==> src/rtl/bst_map.vh <==
// Constants for the boundary-scan test logic: instruction codes, register widths,
// bus offsets and the reset time-out counts.
// Assumes inclusion by bare name from the design file.
`ifndef BST_MAP_VH
`define BST_MAP_VH

`define BST_IR_W          4
`define BST_IR_EXTEST     4'h0
`define BST_IR_IDCODE     4'h1
`define BST_IR_SAMPLE     4'h2
`define BST_IR_CORE_RST   4'hc
`define BST_IR_BYPASS     4'hf
`define BST_IR_CAPTURE    4'h1

`define BST_ID_W          32
`define BST_ID_FIXED_BIT  1'h1

`define BST_CELLS_PER_PIN 3
`define BST_CELL_DATA     0
`define BST_CELL_CTRL     1
`define BST_CELL_PUD      2

`define BST_OFS_CTRL      12'h000
`define BST_OFS_STAT      12'h004
`define BST_CTRL_DIS_BIT  0
`define BST_STAT_IR_LO    0
`define BST_STAT_CRST_BIT 4
`define BST_STAT_EN_BIT   5
`define BST_STAT_EXT_BIT  6

`define BST_TOUT_W        13
`define BST_TOUT_SEL0     13'h0000
`define BST_TOUT_SEL1     13'h0010
`define BST_TOUT_SEL2     13'h0200
`define BST_TOUT_SEL3     13'h1000

`endif

==> src/rtl/bst_tap.v <==
// Boundary-scan test logic behind a four-wire test port, with an APB slave for
// the control bit that disables the port and a read-only status word.
// Assumes the test clock, mode select and serial input arrive asynchronously and
// toggle no faster than a quarter of clk_sys; pins outside are resolved by the bench.
// Operation
// - Four-bit instruction register, sixteen codes.
// - All shift registers move LSB first.
// - Code 0x0 selects the boundary chain.
// - Chain holds pull-up, control, data, input; code keeps three cells per pin, the data cell capturing the input.
// - Extest drives latched values onto pins immediately.
// - Extest captures pins, shifts, updates outputs.
// - Code 0x1 selects ID; default after reset.
// - Idcode captures ID word then shifts it.
// - ID word fields: one, maker, part, version.
// - Version follows silicon revision, wraps at sixteen.
// - Code 0x2 samples and preloads without disturbing.
// - Sample preload latches stay off the pins.
// - Code 0xC selects reset bit, keeps TAP.
// - Reset instruction acts only in Shift-DR.
// - Core held in reset while bit is one.
// - Core stays reset for time-out after release.
// - Core reset tri-states outputs, no HIGHZ code.
// - Code 0xF selects one-stage bypass register.
// - Bypass cleared to zero leaving Capture-DR.
// - Port usable only with fuse and bit clear.
// - Runs from test clock slower than core clock.
// - Five TMS-high clocks reach Test-Logic-Reset.
// - Instruction shift outputs captured pattern 0x01.
//
// The register addresses and register access over APB were left to the implementer.
`include "bst_map.vh"

module bst_tap #(
  parameter        NPIN        = 8,       // Port pins in the boundary chain.
  parameter [3:0]  SILICON_REV = 4'h0,    // Silicon revision count.
  parameter [10:0] ID_MAKER    = 11'h2a5, // Arbitrary neutral manufacturer code.
  parameter [15:0] ID_PART     = 16'h5a3c // Arbitrary neutral part code.
) (
  input  wire             clk_sys,          // System clock, 25 MHz.
  input  wire             arst_n,           // Asynchronous reset, active low.
  input  wire             psel,             // APB select.
  input  wire             penable,          // APB access phase.
  input  wire             pwrite,           // APB direction.
  input  wire [11:0]      paddr,            // APB byte address.
  input  wire [31:0]      pwdata,           // APB write data.
  output wire             pready,           // APB ready.
  output reg  [31:0]      prdata,           // APB read data.
  output wire             pslverr,          // APB error on unmapped address.
  input  wire             tck,              // Test clock pin.
  input  wire             tms,              // Test mode select pin.
  input  wire             tdi,              // Test serial input pin.
  output reg              tdo,              // Test serial output.
  output reg              tdo_oe,           // Serial output enable, high drives.
  input  wire             test_port_enable_fuse, // Enable fuse, high when programmed.
  input  wire [1:0]       tout_sel,         // Clock-option time-out select.
  input  wire             ext_rst_n,        // External reset request, active low.
  output wire             core_rst_n,       // Core reset, active low.
  input  wire [NPIN-1:0]  pin_in,           // Levels seen on the pins.
  input  wire [NPIN-1:0]  core_do,          // Core output data.
  input  wire [NPIN-1:0]  core_oe,          // Core output control.
  input  wire [NPIN-1:0]  core_pud,         // Core pull-up disable.
  output reg  [NPIN-1:0]  pin_do,           // Pin output data.
  output reg  [NPIN-1:0]  pin_oe,           // Pin output enable.
  output reg  [NPIN-1:0]  pin_pud           // Pin pull-up disable.
);

  localparam CHW = NPIN * `BST_CELLS_PER_PIN;

  localparam [15:0] S_TLR = 16'h0001, S_RTI = 16'h0002, S_SDR = 16'h0004, S_CDR = 16'h0008,
                    S_SHD = 16'h0010, S_E1D = 16'h0020, S_PDR = 16'h0040, S_E2D = 16'h0080,
                    S_UDR = 16'h0100, S_SIR = 16'h0200, S_CIR = 16'h0400, S_SHI = 16'h0800,
                    S_E1I = 16'h1000, S_PIR = 16'h2000, S_E2I = 16'h4000, S_UIR = 16'h8000;

  function [15:0] tap_next;
    input [15:0] s;
    input        m;
    begin
      case (s)
        S_TLR: tap_next = m ? S_TLR : S_RTI;
        S_RTI: tap_next = m ? S_SDR : S_RTI;
        S_SDR: tap_next = m ? S_SIR : S_CDR;
        S_CDR: tap_next = m ? S_E1D : S_SHD;
        S_SHD: tap_next = m ? S_E1D : S_SHD;
        S_E1D: tap_next = m ? S_UDR : S_PDR;
        S_PDR: tap_next = m ? S_E2D : S_PDR;
        S_E2D: tap_next = m ? S_UDR : S_SHD;
        S_UDR: tap_next = m ? S_SDR : S_RTI;
        S_SIR: tap_next = m ? S_TLR : S_CIR;
        S_CIR: tap_next = m ? S_E1I : S_SHI;
        S_SHI: tap_next = m ? S_E1I : S_SHI;
        S_E1I: tap_next = m ? S_UIR : S_PIR;
        S_PIR: tap_next = m ? S_E2I : S_PIR;
        S_E2I: tap_next = m ? S_UIR : S_SHI;
        S_UIR: tap_next = m ? S_SDR : S_RTI;
        default: tap_next = S_TLR;
      endcase
    end
  endfunction

  function [`BST_TOUT_W-1:0] tout_count;
    input [1:0] sel;
    begin
      case (sel)
        2'h0:    tout_count = `BST_TOUT_SEL0;
        2'h1:    tout_count = `BST_TOUT_SEL1;
        2'h2:    tout_count = `BST_TOUT_SEL2;
        default: tout_count = `BST_TOUT_SEL3;
      endcase
    end
  endfunction

  reg                   tck_s1_q, tck_s2_q, tck_s3_q;
  reg                   tms_s1_q, tms_s2_q;
  reg                   tdi_s1_q, tdi_s2_q;
  reg                   fuse_s1_q, fuse_s2_q;
  reg                   ext_s1_q, ext_s2_q;
  reg  [NPIN-1:0]       pin_s1_q, pin_s2_q;
  reg                   dis_q;
  reg  [15:0]           st_q;
  reg  [`BST_IR_W-1:0]  ir_sh_q, ir_q;
  reg                   byp_q;
  reg  [`BST_ID_W-1:0]  id_sh_q;
  reg                   rst_q;
  reg  [CHW-1:0]        ch_sh_q, ch_lat_q;
  reg  [`BST_TOUT_W-1:0] tout_q;
  reg  [CHW-1:0]        ch_cap;
  reg                   sdo;
  integer               i;
  integer               j;

  wire tck_rise = tck_s2_q & ~tck_s3_q;
  wire tck_fall = ~tck_s2_q & tck_s3_q;

  wire port_en = fuse_s2_q & ~dis_q;

  wire [`BST_ID_W-1:0] id_word = {SILICON_REV, ID_PART, ID_MAKER, `BST_ID_FIXED_BIT};

  wire sel_ext = (ir_q == `BST_IR_EXTEST);
  wire sel_chain = sel_ext | (ir_q == `BST_IR_SAMPLE);
  wire sel_id  = (ir_q == `BST_IR_IDCODE);
  wire sel_rst = (ir_q == `BST_IR_CORE_RST);
  wire sel_byp = ~(sel_chain | sel_id | sel_rst);

  wire core_in_reset = rst_q | ~ext_s2_q | (tout_q != {`BST_TOUT_W{1'b0}});

  assign core_rst_n = ~core_in_reset;
  assign pready     = 1'b1;
  assign pslverr    = psel & penable & (paddr != `BST_OFS_CTRL) & (paddr != `BST_OFS_STAT);

  always @(posedge clk_sys or negedge arst_n) begin
    if (!arst_n) begin
      tck_s1_q <= 1'b0;
      tck_s2_q <= 1'b0;
      tck_s3_q <= 1'b0;
      tms_s1_q <= 1'b1;
      tms_s2_q <= 1'b1;
      tdi_s1_q <= 1'b1;
      tdi_s2_q <= 1'b1;
      fuse_s1_q <= 1'b0;
      fuse_s2_q <= 1'b0;
      ext_s1_q <= 1'b1;
      ext_s2_q <= 1'b1;
      pin_s1_q <= {NPIN{1'b0}};
      pin_s2_q <= {NPIN{1'b0}};
    end else begin
      tck_s1_q <= tck;
      tck_s2_q <= tck_s1_q;
      tck_s3_q <= tck_s2_q;
      tms_s1_q <= tms;
      tms_s2_q <= tms_s1_q;
      tdi_s1_q <= tdi;
      tdi_s2_q <= tdi_s1_q;
      // Fuse, reset request and pin levels come from outside as well, so they are synchronised too.
      fuse_s1_q <= test_port_enable_fuse;
      fuse_s2_q <= fuse_s1_q;
      ext_s1_q <= ext_rst_n;
      ext_s2_q <= ext_s1_q;
      pin_s1_q <= pin_in;
      pin_s2_q <= pin_s1_q;
    end
  end

  always @* begin
    ch_cap = {CHW{1'b0}};
    for (j = 0; j < NPIN; j = j + 1) begin
      ch_cap[j*`BST_CELLS_PER_PIN + `BST_CELL_DATA] = pin_s2_q[j];
      ch_cap[j*`BST_CELLS_PER_PIN + `BST_CELL_CTRL] = core_oe[j];
      ch_cap[j*`BST_CELLS_PER_PIN + `BST_CELL_PUD]  = core_pud[j];
    end
  end

  always @* begin
    if (st_q == S_SHI)
      sdo = ir_sh_q[0];
    else if (sel_chain)
      sdo = ch_sh_q[0];
    else if (sel_id)
      sdo = id_sh_q[0];
    else if (sel_rst)
      sdo = rst_q;
    else
      sdo = byp_q;
  end

  // The TAP and every scan register act on the sampled rising edge of the test clock.
  always @(posedge clk_sys or negedge arst_n) begin
    if (!arst_n) begin
      st_q     <= S_TLR;
      ir_sh_q  <= `BST_IR_CAPTURE;
      ir_q     <= `BST_IR_IDCODE;
      byp_q    <= 1'b0;
      id_sh_q  <= {`BST_ID_W{1'b0}};
      rst_q    <= 1'b0;
      ch_sh_q  <= {CHW{1'b0}};
      ch_lat_q <= {CHW{1'b0}};
    end else if (!port_en) begin
      st_q <= S_TLR;
      ir_q <= `BST_IR_IDCODE;
    end else if (tck_rise) begin
      st_q <= tap_next(st_q, tms_s2_q);
      case (st_q)
        S_TLR: ir_q <= `BST_IR_IDCODE;
        S_CIR: ir_sh_q <= `BST_IR_CAPTURE;
        S_SHI: ir_sh_q <= {tdi_s2_q, ir_sh_q[`BST_IR_W-1:1]};
        S_UIR: ir_q <= ir_sh_q;
        S_CDR: begin
          if (sel_byp)
            byp_q <= 1'b0;
          if (sel_id)
            id_sh_q <= id_word;
          if (sel_chain)
            ch_sh_q <= ch_cap;
        end
        S_SHD: begin
          if (sel_byp)
            byp_q <= tdi_s2_q;
          if (sel_id)
            id_sh_q <= {tdi_s2_q, id_sh_q[`BST_ID_W-1:1]};
          if (sel_rst)
            rst_q <= tdi_s2_q;
          if (sel_chain)
            ch_sh_q <= {tdi_s2_q, ch_sh_q[CHW-1:1]};
        end
        S_UDR: begin
          if (sel_chain)
            ch_lat_q <= ch_sh_q;
        end
        default: ;
      endcase
    end
  end

  // The serial output changes on the falling test clock edge, half a period ahead of sampling.
  always @(posedge clk_sys or negedge arst_n) begin
    if (!arst_n) begin
      tdo    <= 1'b0;
      tdo_oe <= 1'b0;
    end else if (!port_en) begin
      tdo    <= 1'b0;
      tdo_oe <= 1'b0;
    end else if (tck_fall) begin
      tdo    <= sdo;
      tdo_oe <= (st_q == S_SHD) | (st_q == S_SHI);
    end
  end

  // The time-out reloads while any reset source is active and counts down after release.
  always @(posedge clk_sys or negedge arst_n) begin
    if (!arst_n) begin
      tout_q <= {`BST_TOUT_W{1'b0}};
    end else if (rst_q | ~ext_s2_q) begin
      tout_q <= tout_count(tout_sel);
    end else if (tout_q != {`BST_TOUT_W{1'b0}}) begin
      tout_q <= tout_q - {{(`BST_TOUT_W-1){1'b0}}, 1'b1};
    end
  end

  always @(posedge clk_sys or negedge arst_n) begin
    if (!arst_n) begin
      pin_do  <= {NPIN{1'b0}};
      pin_oe  <= {NPIN{1'b0}};
      pin_pud <= {NPIN{1'b0}};
    end else begin
      for (i = 0; i < NPIN; i = i + 1) begin
        if (sel_ext && port_en) begin
          pin_do[i]  <= ch_lat_q[i*`BST_CELLS_PER_PIN + `BST_CELL_DATA];
          pin_oe[i]  <= ch_lat_q[i*`BST_CELLS_PER_PIN + `BST_CELL_CTRL];
          pin_pud[i] <= ch_lat_q[i*`BST_CELLS_PER_PIN + `BST_CELL_PUD];
        end else begin
          pin_do[i]  <= core_do[i];
          pin_oe[i]  <= core_oe[i] & ~core_in_reset;
          pin_pud[i] <= core_pud[i] | core_in_reset;
        end
      end
    end
  end

  // Writes land on the access edge; only the disable bit is writable.
  always @(posedge clk_sys or negedge arst_n) begin
    if (!arst_n) begin
      dis_q <= 1'b0;
    end else if (psel && penable && pwrite && paddr == `BST_OFS_CTRL) begin
      dis_q <= pwdata[`BST_CTRL_DIS_BIT];
    end
  end

  always @(posedge clk_sys or negedge arst_n) begin
    if (!arst_n) begin
      prdata <= 32'h00000000;
    end else if (psel && !penable && !pwrite) begin
      prdata <= 32'h00000000;
      if (paddr == `BST_OFS_CTRL)
        prdata[`BST_CTRL_DIS_BIT] <= dis_q;
      else if (paddr == `BST_OFS_STAT) begin
        prdata[`BST_STAT_IR_LO +: `BST_IR_W] <= ir_q;
        prdata[`BST_STAT_CRST_BIT] <= core_in_reset;
        prdata[`BST_STAT_EN_BIT]   <= port_en;
        prdata[`BST_STAT_EXT_BIT]  <= sel_ext;
      end
    end
  end

endmodule

==> config.mk <==
export PLATFORM = sky130hd
export DESIGN_NAME = bst_tap
export DESIGN_NICKNAME = d
export VERILOG_FILES = /design/src/rtl/bst_tap.v
export VERILOG_INCLUDE_DIRS = /design/src /design/src/rtl
export SDC_FILE = /design/constraint.sdc
export NUM_CORES = 1
export LEC_CHECK = 0
export ABC_AREA = 1
export BUFFER_PORTS_ARGS = -buffer_cell sky130_fd_sc_hd__buf_2
export CORE_ASPECT_RATIO = 1.75
export CORE_MARGIN = 5
export CORE_UTILIZATION = 55
export CTS_BUF_LIST = sky130_fd_sc_hd__clkbuf_4 sky130_fd_sc_hd__clkbuf_8 sky130_fd_sc_hd__clkbuf_16
export CTS_CLUSTER_SIZE = 30
export DETAILED_ROUTE_END_ITERATION = 6
export GPL_TIMING_DRIVEN = 0
export HOLD_SLACK_MARGIN = 0.12
export PLACE_DENSITY_LB_ADDON = 0.08
export SLEW_MARGIN = 20
export SYNTH_ARGS = -nofsm -noshare
export SYNTH_HDL_FRONTEND = slang
export SYNTH_SLANG_ARGS = --single-unit
==> constraint.sdc <==
create_clock -name clk_sys -period 2.33 [get_ports clk_sys]
set_input_delay 0.5825 -clock clk_sys [delete_from_list [all_inputs] [get_ports clk_sys]]
set_output_delay 0.5825 -clock clk_sys [all_outputs]
set_load 0.02 [all_outputs]
* After elaboration in Yosys (flattened, before gate mapping)
Index checks and enable logic that the tools add are counted.
** Storage, ports and cells
- Bits in registers :: 180
- Input bits :: 88
- Output and inout bits :: 61
- Word-level logic and storage cells :: 187
** Operators by class
- Add/subtract/negate cells :: 1
- Equality and inequality tests :: 32
- Multiplexer cells :: 66
- Bitwise gates (word level) :: 33
- Reduce and logical (&&, ||, !) cells :: 26
** Operators by type and width (count)
- $pmux 16 s12 :: 1
- $mux 16 :: 4
- $mux 32 :: 2
- $pmux 32 s2 :: 1
- $mux 24 :: 2
- $pmux 24 s2 :: 1
- $mux 13 :: 3
- $pmux 13 s3 :: 1
- $mux 1 :: 35
- $mux 9 :: 2
- $eq 16x1->1 const B :: 1
- $eq 16x10->1 const B :: 1
- $eq 16x11->1 const B :: 1
- $eq 16x12->1 const B :: 1
- $eq 16x13->1 const B :: 1
- $eq 16x14->1 const B :: 1
- $eq 16x15->1 const B :: 1
- $eq 16x16->1 const B :: 1
- $eq 16x2->1 const B :: 1
- $eq 16x3->1 const B :: 1
- $eq 16x4->1 const B :: 1
- $eq 16x5->1 const B :: 1
- $eq 16x6->1 const B :: 1
- $eq 16x7->1 const B :: 1
- other kinds (40) :: 92

* Logic depth before layout (Yosys ltp)
- Depth after elaboration :: 7
- Mapped depth :: 11
- Depth with buffers taken out :: 11

* Worst setup path after synthesis
OpenSTA, ideal clock, no wires.
- Kind :: register to output
- From :: register tout_q[0]
- To :: output core_rst_n
- Data arrival time :: 1517 ps
- Data required time :: 1747 ps
- Setup slack :: 230 ps
- Stages on the path, launching flop included :: 5
- Path buffers :: 0
- Cell sequence :: dfrtp_1 -> inv_1 -> ha_1 -> nand4_1 -> nor4_1
** On the way
- Cells in the longest elaborated chain, start to end :: 3
** RTL lines
- start, declared :: line bst_tap.v:125 : reg [`BST_TOUT_W-1:0] tout_q;
- start signal, assigned :: line bst_tap.v:270 : tout_q <= {`BST_TOUT_W{1'b0}};
- start signal, assigned :: line bst_tap.v:272 : tout_q <= tout_count(tout_sel);
- start signal, assigned :: line bst_tap.v:274 : tout_q <= tout_q - {{(`BST_TOUT_W-1){1'b0}}, 1'b1};
- $reduce_bool 13->1 :: line bst_tap.v:144 : wire core_in_reset = rst_q | ~ext_s2_q | (tout_q != {`BST_TOUT_W{1'b0}});
- $or 1x1->1 :: line bst_tap.v:144
- $not 1->1 :: line bst_tap.v:146 : assign core_rst_n = ~core_in_reset;
- end, declared :: line bst_tap.v:57 : output wire core_rst_n,
No other way between the ends.

* Final worst setup path
- From :: register tout_q[1]
- To :: output core_rst_n
The elaborated chain is that of the path after synthesis.

==> results.tsv <==
stage	metric	value	unit
run_status	status	completed	
worst_setup_path	crit path DAT	1.69	ns
worst_setup_path	slowest cell on the critical path	dfrtp_1	
worst_setup_path	critical path fanouts, max	3	
floorplanning	number of I/O pins	149	
cts	CTS max path bufs	2	
synthesis	leading area contributor after synthesis	dfrtp_1	
timing	FMAX	440	MHz
global_routing	grt total ovfl	0	
synthesis	predominant post-synthesis flop cell	dfrtp_1	
routing	DR pass1 iterations	4	
power	largest vdd supply drop	0.590	mV
final_layout	Finished Cell Area	0.00937	sq mm
cts	clk_lat worst skew	0.43	ns
final_layout	Layout Nets	1072	
floorplanning	die height	168	um
synthesis	Seq cells post-synth	180	
final_layout	Finished Layout Cells	1176	
power	Power Total	7.46	mW
worst_setup_path	WP buf/inv	2	
placed_design	post-place setup slack	0.112	ns
timing	worst setup margin	0.0581	ns
synthesis	Seq/Total Area, Yosys	0.574	
cts	CTS clk-pin slew, worst paths	0.07	ns
timing	Final min period	2.27	ns
timing	Clock Skews	0.0137	ns
power	Flop pwr share	0.454	
floorplanning	Initial Util	0.553	
placed_design	RD Place Congestion	0.860	
final_layout	layout cells sized above 1	0.233	
power	power per standard cell area	796	mW/mm^2
worst_setup_path	CP Capture Type	output port	
synthesis	Post-synth EDFFs	0	
cts	number of CTS-inserted buffers	17	
timing	final critical-path share of the clock period	0.975	
power	switching part of the total power	0.283	
timing	Rel. slew slack	0.523	
global_routing	vias in the first global route	6142	
global_routing	pin count of the biggest net entering global routing	102	
timing	fin. max-slew vios	0	
worst_setup_path	Worst setup SP type	flip-flop	
worst_setup_path	Worst Path Required	1.75	ns
final_layout	fillers	1255	
routing	Starting DRT DRC Count	219	
worst_setup_path	RR Startpoint	tout_q[1]	
cts	CTS Root Cell	clkbuf_16	
power	Leak	4.96	nW
power	clock network fraction of design power	0.401	
global_routing	initial antenna violation count	0	
floorplanning	# rows	58	
floorplanning	core area	0.0142	sq mm
placed_design	dpl hpwl	12800	um
cts	H-tree depth	4	
placed_design	dpl cell area	0.00868	sq mm
routing	total wire length	17800	um
floorplanning	Die X	100	um
final_layout	Ant. Diodes	0	
routing	DR WL/cell	15.1	um
final_layout	Util after Layout	0.659	
worst_setup_path	CP delay by family, top	simple AND/OR/NAND/NOR gates	
power	Comb pwr share	0.145	
global_routing	GRT Total Usage	0.219	
synthesis	ys async rst share	1.00	
cts	clk sink count	180	
worst_setup_path	CP startpoint	tout_q[1]	
hold_path	Hold Crit Class	input port to asynchronous set/reset pin	
timing	Slew @ Worst Pin	0.713	ns
placed_design	Post-Place Cells	1139	
synthesis	synthesized area per cell	9.34	sq um
synthesis	synthesized instance count	843	
floorplanning	die area	0.0169	sq mm
timing	worst hold slack	0.136	ns
power	Internal	5.35	mW
worst_setup_path	max incr delay on CP	0.40	ns
synthesis	Synth cell types	42	
synthesis	top cell type's share of synthesized area	0.544	
global_routing	first-pass GRT wire length	29400	um
timing	RSZ-0062 raised after global routing	yes	
routing	DR vias	6015	
job	maxcap violations	0	
cts	CTS tree	done	
synthesis	top cells by area, synth	dfrtp_1 54%, nand2_1 6.5%, o21ai_0 5.8%	
timing	setup TNS	0	ns
routing	post-route antenna net violation count	0	
routing	DR vias/cell	5.11	
final_layout	area grow syn2layout	19.1	%
placed_design	I/O Buffers	91	
worst_setup_path	kind of critical path	flip-flop to output port	
routing	DRC Markers	0	
timing	Setup Viol. Count Final	0	
synthesis	Syn Std Cell Area	0.00787	sq mm
timing	Final Hold Vio Count	0	
worst_setup_path	crit path cell chain	inv_2 -> ha_4 -> nand4_1 -> nor4_2 -> buf_4	
synthesis	Synth warnings	0	
power	Switch Pwr	2.11	mW
==> logic make-up (layout without fill, tap and decap cells) <==
kind of cell | count (synthesis) | after routing | synth area share
other | 2 | 26 | 0.000954
adders and majority gates | 1 | 1 | 0.00159
AOI/OAI and AO/OA | 180 | 180 | 0.125
buffers and inverters | 175 | 304 | 0.103
muxes | 16 | 16 | 0.0267
and+or+nand+nor | 287 | 287 | 0.166
DFF | 180 | 180 | 0.574
xor gates and xnor gates | 2 | 2 | 0.00223
==> flip-flops by register name, indices dropped and copies added, names as in the netlist, 4 cells and up <==
signal	count
pin_do	8
ir_sh_q	4
ch_sh_q	24
id_sh_q	32
pin_s1_q	8
pin_oe	8
ir_q	4
ch_lat_q	24
tout_q	13
prdata	7
pin_s2_q	8
pin_pud	8
st_q	16
==> what timing repair did <==
| action | in CTS | in global routing |
|---|---|---|
| pin swaps | 2 | 3 |
| gates cloned | 0 | 0 |
| resized for setup | 3 | 6 |
| hold buffers | 0 | 0 |
| setup buffers | 1 | 4 |
| setup endpoints to repair | 1 | 16 |
==> layer usage <==
layer,GRT usage,share of wire
met3,0.0427,0.036
met4,0.0862,0.030
met2,0.394,0.54
met5,0,0
met1,0.253,0.39
==> Yosys cell counts (5+ instances only) <==
master	count
a21oi_1	12
inv_2	6
mux2_2	8
inv_1	116
nor2_4	6
nand4_1	5
a31oi_1	9
buf_2	5
nand2_1	137
buf_6	5
dfstp_2	9
clkbuf_1	11
nor2_1	57
buf_4	30
mux2_4	8
nand3_1	55
dfrtp_1	171
o22ai_1	29
o21ai_0	91
nor2_2	8
o21ai_1	27
==> final cells by class <==
class	count	area [sq um]	area share
buffer	53	355	0.0379
clock buffer	18	439	0.0469
clock inverter	14	184	0.0196
inverter	122	458	0.0489
multi-input combinational	512	2660	0.284
sequential	180	4520	0.482
tap	180	225	0.0240
timing repair buffer	97	533	0.0569
==> worst reg2reg max path, stage by stage, from the launching register on <==
cell and delay (ns):
dfrtp_1 0.40, inv_2 0.08, ha_4 0.14, nand3_1 0.11, nor2_1 0.23, nand3b_1 0.23
nor2_1 0.61, a31oi_1 0.19
==> power by group through the flow <==
stage                     clock (mW)  combinational (mW)  sequential (mW)
after CTS                       3.03                1.01             3.38
after global placement             0               0.962             3.43
after global routing            3.17                1.22             3.41
after floorplan                    0               0.621             3.47
final                           2.99                1.08             3.39
after detailed placement           0               0.988             3.43
==> path summary, 6_finish.rpt <==
check                                   end  slack [ns]  depth (start not counted)
worst max-delay path             core_rst_n        0.06                          5
worst min-delay path             tout_q[10]        0.14                          1
worst max register to register   pin_pud[7]        0.17                          7
worst min register to register     tck_s2_q        0.35                          0
max in group asynchronous       id_sh_q[19]        1.30                          2
min in group clk_sys               tdi_s1_q        0.25                          1
==> placed cells by master (no fill, tap or decap), types with 3 or more instances in the layout <==
master     count
dfrtp_1      171
nand2_1      137
inv_1        114
buf_2         94
o21ai_0       91
nor2_1        55
nand3_1       55
buf_4         36
o22ai_1       29
o21ai_1       27
conb_1        26
clkbuf_16     17
a21oi_1       12
clkbuf_1      11
nor2_2         9
a31oi_1        9
dfstp_2        9
inv_2          8
mux2_2         8
mux2_4         8
nor2_4         7
nand4_1        5
buf_6          5
inv_8          5
nor3_1         4
o211ai_1       4
nand2_2        4
o31ai_1        3
clkinv_4       3
No activity file was read; power rests on OpenSTA's default activity.
